--- src/hdl/sbst_pkg.sv ---
// shared constants for the sram boundary scan test port and its controller
package sbst_pkg;
	// instruction register
	localparam int          IR_W          = 3;
	localparam logic [2:0]  OP_EXTEST     = 3'h0;
	localparam logic [2:0]  OP_IDENT      = 3'h1;
	localparam logic [2:0]  OP_SAMPLE_Z   = 3'h2;
	localparam logic [2:0]  OP_SAMPLE_PRE = 3'h4;
	localparam logic [2:0]  OP_BYPASS     = 3'h7;
	localparam logic [1:0]  IR_CAPT_PAT   = 2'h1;
	// identification word; value is arbitrary
	localparam logic [31:0] IDENT_CODE    = 32'h0A5A5001;
	localparam int          ID_W          = 32;
	// boundary register
	localparam int          BSR_LEN       = 107;
	localparam int          OE_CELL       = 47;
	localparam int          RESET_TMS_N   = 5;
	// tap states, one-hot
	typedef enum logic [15:0] {
		ST_RESET  = 16'h0001, ST_IDLE   = 16'h0002,
		ST_SEL_DR = 16'h0004, ST_CAP_DR = 16'h0008,
		ST_SH_DR  = 16'h0010, ST_EX1_DR = 16'h0020,
		ST_PA_DR  = 16'h0040, ST_EX2_DR = 16'h0080,
		ST_UP_DR  = 16'h0100, ST_SEL_IR = 16'h0200,
		ST_CAP_IR = 16'h0400, ST_SH_IR  = 16'h0800,
		ST_EX1_IR = 16'h1000, ST_PA_IR  = 16'h2000,
		ST_EX2_IR = 16'h4000, ST_UP_IR  = 16'h8000
	} sbst_state_e;
	// controller register map (apb byte addresses)
	localparam logic [7:0]  REG_CTRL      = 8'h00;
	localparam logic [7:0]  REG_STAT      = 8'h04;
	localparam logic [7:0]  REG_WDATA     = 8'h08;
	localparam logic [7:0]  REG_RDATA     = 8'h0C;
	// ctrl fields: [0] go, [1] ir target, [2] reset first; length and bit numbers below
	localparam int          CTL_LEN_LSB   = 8;
	localparam int          CTL_IR_BIT    = 1;
	localparam int          CTL_RST_BIT   = 2;
	localparam int          DIV_HALF      = 4;
endpackage

--- src/hdl/sbst_if.sv ---
// link between the scan controller and the sram test port
`timescale 1ns/100ps
`default_nettype none
interface sbst_if;
	logic tck;     // test clock, made by controller
	logic tms;     // mode select
	logic tdi;     // serial data into device
	logic tdo_o;   // device data out value
	logic tdo_oe;  // device drives data out
	logic tdo;     // resolved wire level, pulled up when floated
	assign tdo = tdo_oe ? tdo_o : 1'b1;
	modport dev (input tck, input tms, input tdi,
		output tdo_o, output tdo_oe);
	modport ctl (output tck, output tms, output tdi, input tdo);
endinterface
`default_nettype wire

--- src/hdl/sbst_tap.sv ---
// sram test access port: tap states, instruction and data registers
// Functional notes
// - three-bit instruction, five defined codes
// - shift in Shift-IR, apply at Update-IR
// - ident captures fixed 32-bit code, shifts out
// - ident current after power-up and reset state
// - sample-z puts boundary chain on data path
// - sample-z floats sram bus until next update
// - sample/preload snapshots pins at Capture-DR
// - controller keeps pins stable, ignores clock bits
// - shift-dr then shifts captured boundary bits
// - preload sets latched boundary outputs
// - capture out and preload in together
// - bypass puts one-bit register in path
// - extest drives preloaded values, chain connected
// - cell 47 gates sram bus under extest
// - latched one drives, zero floats bus
// - shift oe value, latch at Update-DR
// - oe cell preset one at reset
// - Update-IR loads reserved codes too, run as bypass
// - state follows mode select at tck rise
// - opcode values fixed, three reserved
// - Capture-IR loads 01 into low bits
// - five high mode selects reset port, six from a pause state
// - capture on rise, data out on fall
`timescale 1ns/100ps
`default_nettype none
module sbst_tap #(
	parameter int BLEN = sbst_pkg::BSR_LEN
) (
	input  wire logic            pclk,
	input  wire logic            presetn,
	sbst_if.dev                  link,
	input  wire logic [BLEN-1:0] pin_in,     // sram pin values to capture
	output logic      [BLEN-1:0] pin_drive,  // values driven under extest
	output logic                 extest_on,  // extest is current
	output logic                 sram_out_en // sram output bus enable
);
	// refuse a chain too short to hold the enable cell
	if (BLEN <= sbst_pkg::OE_CELL)
	begin : g_bad_len
		$error("boundary chain too short for enable cell");
	end

	typedef struct packed {
		sbst_pkg::sbst_state_e st; // tap state
		logic [2:0]     ir_sh;    // instruction shift stage
		logic [2:0]     ir;       // current instruction
		logic [31:0]    id_sh;    // ident shift stage
		logic           byp;      // bypass bit
		logic [BLEN-1:0] bs_sh;   // boundary shift stage
		logic [BLEN-1:0] bs_up;   // boundary update latch
		logic           tck_d;    // previous tck sample
		logic           tdo_o;    // data out value
		logic           tdo_oe;   // data out enable
		logic           ext;      // extest current
		logic           oe;       // sram bus enable
	} sbst_tap_s;

	sbst_tap_s r;       // registered state
	sbst_tap_s next_r;  // next state
	logic [2:0] pins_s; // synchronised tck, tms, tdi
	logic tck_s;
	logic tms_s;
	logic tdi_s;
	logic rise;
	logic fall;
	logic shout;        // serial bit at chain end
	logic [BLEN-1:0] pin_s; // synchronised sram pin values

	sbst_sync #(.W(3)) u_sync (
		.pclk    (pclk),
		.presetn (presetn),
		.d       ({link.tck, link.tms, link.tdi}),
		.q       (pins_s)
	);
	// sram pins belong to another clock; two stages before capture
	sbst_sync #(.W(BLEN)) u_pin_sync (
		.pclk    (pclk),
		.presetn (presetn),
		.d       (pin_in),
		.q       (pin_s)
	);
	assign tck_s = pins_s[2];
	assign tms_s = pins_s[1];
	assign tdi_s = pins_s[0];
	assign rise  = tck_s & ~r.tck_d;
	assign fall  = ~tck_s & r.tck_d;

	// next-state logic: register and state work on sampled tck edges; reset reload and bus control every clock
	always_comb
	begin
		next_r = r;
		next_r.tck_d = tck_s;
		shout = 1'b0;
		// chain end: instruction stage in Shift-IR, else selected by instruction
		unique case (r.st)
			sbst_pkg::ST_SH_IR: shout = r.ir_sh[0];
			default:
			begin
				if (r.ir == sbst_pkg::OP_IDENT)
					shout = r.id_sh[0];
				else if (r.ir == sbst_pkg::OP_EXTEST
					|| r.ir == sbst_pkg::OP_SAMPLE_Z
					|| r.ir == sbst_pkg::OP_SAMPLE_PRE)
					shout = r.bs_sh[0];
				else
					shout = r.byp; // bypass and reserved codes
			end
		endcase
		if (rise)
		begin
			// actions of the current state, then move
			unique case (r.st)
				sbst_pkg::ST_CAP_IR:
					next_r.ir_sh = {1'b0, sbst_pkg::IR_CAPT_PAT};
				sbst_pkg::ST_SH_IR:
					next_r.ir_sh = {tdi_s, r.ir_sh[2:1]};
				sbst_pkg::ST_UP_IR:
					next_r.ir = r.ir_sh;
				sbst_pkg::ST_CAP_DR:
				begin
					next_r.id_sh = sbst_pkg::IDENT_CODE;
					next_r.byp   = 1'b0;
					next_r.bs_sh = pin_s;
				end
				sbst_pkg::ST_SH_DR:
				begin
					next_r.id_sh = {tdi_s, r.id_sh[31:1]};
					next_r.byp   = tdi_s;
					next_r.bs_sh = {tdi_s, r.bs_sh[BLEN-1:1]};
				end
				sbst_pkg::ST_UP_DR:
				begin
					if (r.ir == sbst_pkg::OP_EXTEST
						|| r.ir == sbst_pkg::OP_SAMPLE_PRE)
						next_r.bs_up = r.bs_sh;
				end
				default:
				begin
					// no register action in other states
				end
			endcase
			// state graph driven by mode select
			unique case (r.st)
				sbst_pkg::ST_RESET:
					next_r.st = tms_s ? sbst_pkg::ST_RESET : sbst_pkg::ST_IDLE;
				sbst_pkg::ST_IDLE, sbst_pkg::ST_UP_DR, sbst_pkg::ST_UP_IR:
					next_r.st = tms_s ? sbst_pkg::ST_SEL_DR : sbst_pkg::ST_IDLE;
				sbst_pkg::ST_SEL_DR:
					next_r.st = tms_s ? sbst_pkg::ST_SEL_IR : sbst_pkg::ST_CAP_DR;
				sbst_pkg::ST_CAP_DR, sbst_pkg::ST_SH_DR, sbst_pkg::ST_EX2_DR:
					next_r.st = tms_s ? sbst_pkg::ST_EX1_DR : sbst_pkg::ST_SH_DR;
				sbst_pkg::ST_EX1_DR:
					next_r.st = tms_s ? sbst_pkg::ST_UP_DR : sbst_pkg::ST_PA_DR;
				sbst_pkg::ST_PA_DR:
					next_r.st = tms_s ? sbst_pkg::ST_EX2_DR : sbst_pkg::ST_PA_DR;
				sbst_pkg::ST_SEL_IR:
					next_r.st = tms_s ? sbst_pkg::ST_RESET : sbst_pkg::ST_CAP_IR;
				sbst_pkg::ST_CAP_IR, sbst_pkg::ST_SH_IR, sbst_pkg::ST_EX2_IR:
					next_r.st = tms_s ? sbst_pkg::ST_EX1_IR : sbst_pkg::ST_SH_IR;
				sbst_pkg::ST_EX1_IR:
					next_r.st = tms_s ? sbst_pkg::ST_UP_IR : sbst_pkg::ST_PA_IR;
				sbst_pkg::ST_PA_IR:
					next_r.st = tms_s ? sbst_pkg::ST_EX2_IR : sbst_pkg::ST_PA_IR;
				default:
					next_r.st = sbst_pkg::ST_RESET; // illegal code recovers
			endcase
		end
		// reset state reloads ident and presets the enable cell
		if (r.st == sbst_pkg::ST_RESET)
		begin
			next_r.ir = sbst_pkg::OP_IDENT;
			next_r.bs_up[sbst_pkg::OE_CELL] = 1'b1;
		end
		// data out changes only on tck fall
		if (fall)
		begin
			next_r.tdo_oe = (r.st == sbst_pkg::ST_SH_IR)
				|| (r.st == sbst_pkg::ST_SH_DR);
			next_r.tdo_o  = shout;
		end
		// sram bus control
		next_r.ext = (next_r.ir == sbst_pkg::OP_EXTEST);
		if (next_r.ir == sbst_pkg::OP_SAMPLE_Z)
			next_r.oe = 1'b0;
		else if (next_r.ext)
			next_r.oe = next_r.bs_up[sbst_pkg::OE_CELL];
		else
			next_r.oe = 1'b1;
	end

	// one register for all state; reset equals power-up state
	always_ff @(posedge pclk or negedge presetn)
	begin
		if (!presetn)
		begin
			r        <= '0;
			r.st     <= sbst_pkg::ST_RESET;
			r.ir     <= sbst_pkg::OP_IDENT;
			r.bs_up[sbst_pkg::OE_CELL] <= 1'b1;
			r.oe     <= 1'b1;
		end
		else
			r <= next_r;
	end

	assign link.tdo_o   = r.tdo_o;
	assign link.tdo_oe  = r.tdo_oe;
	assign pin_drive    = r.bs_up;
	assign extest_on    = r.ext;
	assign sram_out_en  = r.oe;
endmodule // sbst_tap
`default_nettype wire

--- src/hdl/sbst_sync.sv ---
// two flip-flop synchroniser for asynchronous inputs
`timescale 1ns/100ps
`default_nettype none
module sbst_sync #(
	parameter int W = 1
) (
	input  wire logic         pclk,
	input  wire logic         presetn,
	input  wire logic [W-1:0] d,
	output logic      [W-1:0] q
);
	logic [W-1:0] meta; // first stage, read only by q
	// plain two-stage capture
	always_ff @(posedge pclk or negedge presetn)
	begin
		if (!presetn)
		begin
			meta <= '0;
			q    <= '0;
		end
		else
		begin
			meta <= d;
			q    <= meta;
		end
	end
endmodule // sbst_sync
`default_nettype wire

--- src/flat_wrapper.sv ---
// flat-port wrapper written by rule: the top's interface ports become plain ports
module sbst_tap_flat 
#(
	parameter int BLEN = sbst_pkg::BSR_LEN
)
  (pclk, presetn, pin_in, pin_drive, extest_on, sram_out_en, link_tck, link_tms, link_tdi, link_tdo_o, link_tdo_oe);
  sbst_if link_i ();
  input  wire logic pclk;
  input  wire logic presetn;
  input  wire logic [BLEN-1:0] pin_in;
  output logic      [BLEN-1:0] pin_drive;
  output logic extest_on;
  output logic sram_out_en;
  input wire logic [$bits(link_i.tck)-1:0] link_tck;
  input wire logic [$bits(link_i.tms)-1:0] link_tms;
  input wire logic [$bits(link_i.tdi)-1:0] link_tdi;
  output wire logic [$bits(link_i.tdo_o)-1:0] link_tdo_o;
  output wire logic [$bits(link_i.tdo_oe)-1:0] link_tdo_oe;
  assign link_i.tck = link_tck;
  assign link_i.tms = link_tms;
  assign link_i.tdi = link_tdi;
  assign link_tdo_o = link_i.tdo_o;
  assign link_tdo_oe = link_i.tdo_oe;
  sbst_tap #(.BLEN(BLEN)) u_core (.pclk(pclk), .presetn(presetn), .link(link_i), .pin_in(pin_in), .pin_drive(pin_drive), .extest_on(extest_on), .sram_out_en(sram_out_en));
endmodule
--- config.mk ---
export PLATFORM = sky130hd
export DESIGN_NAME = sbst_tap_flat
export DESIGN_NICKNAME = d
export VERILOG_FILES = /design/src/hdl/sbst_pkg.sv /design/src/hdl/sbst_if.sv /design/src/hdl/sbst_tap.sv /design/src/hdl/sbst_sync.sv /design/src/flat_wrapper.sv
export SDC_FILE = /design/constraint.sdc
export NUM_CORES = 1
export LEC_CHECK = 0
export ABC_CLOCK_PERIOD_IN_PS = 2300
export BUFFER_PORTS_ARGS = -buffer_cell sky130_fd_sc_hd__buf_2
export CORE_AREA = 5 5 158 235
export DETAILED_ROUTE_END_ITERATION = 8
export DIE_AREA = 0 0 163 240
export GPL_ROUTABILITY_DRIVEN = 1
export PLACE_DENSITY = 0.71
export SYNTH_ARGS = -nofsm -noshare
export SYNTH_HDL_FRONTEND = slang
export SYNTH_SLANG_ARGS = --single-unit
--- constraint.sdc ---
create_clock -name pclk -period 2.3 [get_ports pclk]
set_input_delay 0.46 -clock pclk [delete_from_list [all_inputs] [get_ports pclk]]
set_output_delay 0.46 -clock pclk [all_outputs]
set_load 0.1 [all_outputs]
==> flow_summary.json <==
{
  "max_stage_delay_on_crit_path_ns": 0.56,
  "synth_fa_ha_area_share_pct": 0,
  "root_buffer": "clkbuf_16",
  "max_freq_ghz": 0.419,
  "final_net_count": 1642,
  "io_buffer_count": 222,
  "worst-endpoint-arrival_ns": 2.81,
  "gp_congestion": 0.868,
  "post_synth_instance_area_mm2": 0.0178,
  "timing_worst_slew_pin_value_ns": 0.570,
  "grt_max_degree": 66,
  "slew_headroom_pct": 62.0,
  "register_to_register_path_depth": 6,
  "drv_slew": 0,
  "cts.htree.levels": 2,
  "synth_top_family_by_area": "multiplexers",
  "worst_setup_path_start_kind": "flip-flop",
  "drtPass1Iterations": 4,
  "whs_path_depth": 1,
  "coreArea_mm2": 0.0349,
  "track_usage_pct": 18.8,
  "timing.hold.worst.start": "pin_in[76]",
  "ys.warnings.count": 0,
  "yosys-mux-area-fraction_pct": 13.0,
  "synth_compound_area_share_pct": 5.97,
  "setup-violations-final": 106,
  "finish.cell_count_without_fillers": 2039,
  "routedWlPerCell_um": 19.3,
  "crit_path_cell_trace": "or4b_4, or3_4, nor3_4, buf_12, buf_16, mux2_2",
  "fin_crit_ns": 2.38,
  "synth_cell_type_count": 52,
  "syn_nets": 1384,
  "max_cap_viol_count": 0,
  "synth_sequential_area_ratio_pct": 69.2,
  "skew_ns": 0.0173,
  "pwr_density_cell_mw_per_mm2": 877,
  "r2r_slack_ns": -0.08,
  "timing.critical_path.required_ns": 2.73,
  "post_synth_xor_area_fraction_pct": 0.147,
  "worstReg2RegStart": "u_core.r[267]",
  "initial_core_utilization_pct": 51.1,
  "setup_total_negative_slack_ns": -4.95,
  "final_util_pct": 63.8,
  "maximum_fanout_count_along_the_critical_path": 21,
  "drive_gt1_share_pct": 33.3,
  "run_status": "finished, violations left",
  "worst_skew_pair.late_latency_ns": 0.55,
  "area.sequential_mm2": 0.0123,
  "rr_endpoint": "u_core.pin_drive[44]",
  "vdd.ir_drop.worst_mv": 0.619,
  "synth-simple-area-share_pct": 5.38,
  "number_of_synthesized_flops_with_an_enable_pin": 0,
  "drt_iter0_markers": 607,
  "dominantRegCellSynth": "dfrtp_1",
  "final_critical_path_setup_slack_ns": -0.0848,
  "synth_cells": 1272,
  "num_vias": 10500,
  "synth_register_bits": 493,
  "floorplan.io_pins": 223,
  "path_clk_slew_ns": 0.06,
  "fraction_of_the_cycle_the_final_worst_path_needs_pct": 104,
  "cts_inserted_buffers": 46,
  "place_worst_setup_slack_ns": -0.0904,
  "viasPerCell": 5.15,
  "final_antenna_net_count": 0,
  "report.final.hold_viol_count": 0,
  "tritoncts": "built",
  "grt_pass1_vias": 11100,
  "hold_end": "u_core.u_pin_sync.meta[76]",
  "violations_in_the_final_reports": "negative setup slack",
  "multi_input_comb_area_mm2": 0.00475,
  "async_flop_share_pct": 100,
  "grt_pass1_wl_um": 58600,
  "ctsLongestPathBuffers": 3,
  "timing.critical_path.to_type": "flip-flop",
  "grt_antenna_before_repair": 1,
  "rsz0062_at_grt": "true",
  "clock-sinks": 493,
  "hpwlAfterDp_um": 23500,
  "total_leakage_power_nw": 11.6,
  "die_w_um": 163,
  "worst_hold_path_type": "primary input to flip-flop",
  "floorplan.die.height_um": 240,
  "area_growth_pct": 24.8,
  "grt.overflow.total": 0,
  "crit_type": "flip-flop to flip-flop",
  "num-fill-cells": 2536,
  "dpl.cell_count": 1864,
  "route.final.wire_length_um": 39300,
  "syn-mean-instance-area_um2": 14.0,
  "remaining_drc_errors": 0,
  "critical-path-slowest-cell": "or4b_4",
  "fp-row-count": 84,
  "die_area_mm2": 0.0391
}
## power by group
| part | internal (W) | leakage (nW) | switching, W |
|---|---|---|---|
| sequential | 0.00946 | 6.34 | 0.000581 |
| clock | 0.00458 | 0.763 | 0.00316 |
| combinational | 0.000808 | 4.49 | 0.000933 |
## cell usage after synthesis, drive strengths merged (2+ instances only)
cell,count,share of area [%]
a22o,28,1.4
or2,2,0.070
or4b,2,0.11
mux2,108,6.8
buf,141,5.6
a21oi,110,3.1
and2,2,0.070
dfrtp,489,69
clkbuf,28,0.59
nand2b,3,0.11
dfstp,4,0.59
nor4,7,0.25
a31oi,2,0.070
o31ai,2,0.084
o21ai,15,0.42
nor2b,2,0.070
nor3,10,0.37
a21o,2,0.084
xor2,2,0.098
o22ai,2,0.070
nand3,9,0.25
nor4b,3,0.15
inv,5,0.11
nand2,29,0.62
nor2,121,2.5
nand4b,2,0.098
mux2i,110,6.2
and4,4,0.20
o22a,9,0.44
or4,5,0.21
## cell families (layout without fill, tap and decap cells)
family,count (synthesis),count (layout)
AND/OR/NAND/NOR,207,209
AO/OA/AOI/OAI,177,177
flip-flops,493,493
multiplexers,218,218
buffers and inverters,174,465
other,0,1
XOR/XNOR,3,3
## metrics by stage
step | total power, W | hold WS, ns | area [um2]
after global placement | 0.0116 | 0.331 | 19200
final | 0.0195 | 0.0210 | 22300
after detailed placement | 0.0117 | 0.335 | 19200
after global routing | 0.0204 | 0.000527 | 22300
after CTS | 0.0196 | 0.000647 | 21600
after floorplan | 0.0108 | 0.164 | 17800
## cell type report
cell class,instances,area share (%)
Multi-Input combinational cell,607,21.3
Timing Repair Buffer,377,13.4
Antenna cell,1,0.0112
Sequential cell,493,55.5
Clock buffer,63,5.93
Clock inverter,20,1.06
Inverter,5,0.0844
Tap cell,473,2.66
## layer usage
| metal | up-vias | GRT usage, % | wire (um) | share of wire (%) |
|---|---|---|---|---|
| met1 | 5359 | 23.3 | 15400 | 39 |
| met2 | 278 | 32.4 | 20800 | 53 |
| li1 | 4789 | - | - | - |
| met4 | 0 | 7.96 | 1370 | 3.5 |
| met5 | - | 0 | 0 | 0 |
| met3 | 81 | 3.77 | 1790 | 4.6 |
## worst max-delay path by stage
stage,end,from
2_1_floorplan,u_core.pin_drive[100],u_core.r[267]
3_3_place_gp,u_core.extest_on,u_core.r[267]
3_5_place_dp,u_core.pin_drive[46],u_core.r[267]
4_1_cts,u_core.pin_drive[44],u_core.r[267]
5_1_grt,u_core.pin_drive[21],u_core.r[267]
6_report,u_core.pin_drive[44],u_core.r[267]
## worst max-delay path, delay by kind of cell, from the launching register on
family,cells,cell delay (ns)
multiplexers,1,0.35
flip-flops,1,0.39
buffers and inverters,2,0.40
AND/OR/NAND/NOR,3,1.11
## state kept, by name (all words and copies together) (netlist names)
register / count
u_core.r: 162
u_core.extest_on: 1
u_core.pin_drive: 107
u_core.link.tdo_o: 1
u_core.u_sync.q: 3
u_core.u_pin_sync.meta: 107
u_core.u_pin_sync.q: 107
u_core.u_sync.meta: 3
u_core.link.tdo_oe: 1
u_core.sram_out_en: 1
## cell usage in the layout (no fill, tap or decap), types with 43 or more instances in the layout
cell	n
mux2_2	50
mux2_4	54
dfrtp_1	489
dlygate4sd3_1	67
a21oi_1	110
clkbuf_16	57
nor2_1	120
mux2i_1	104
buf_2	221
buf_4	43
## what timing repair did
item,CTS,global route
setup buffers,4,4
hold buffers,62,5
gates resized for setup,19,76
gates cloned,1,15
endpoints found under the setup margin,109,184
pin swaps,3,16
endpoints found under the hold margin,111,5
No activity file was read; power rests on OpenSTA's default activity.
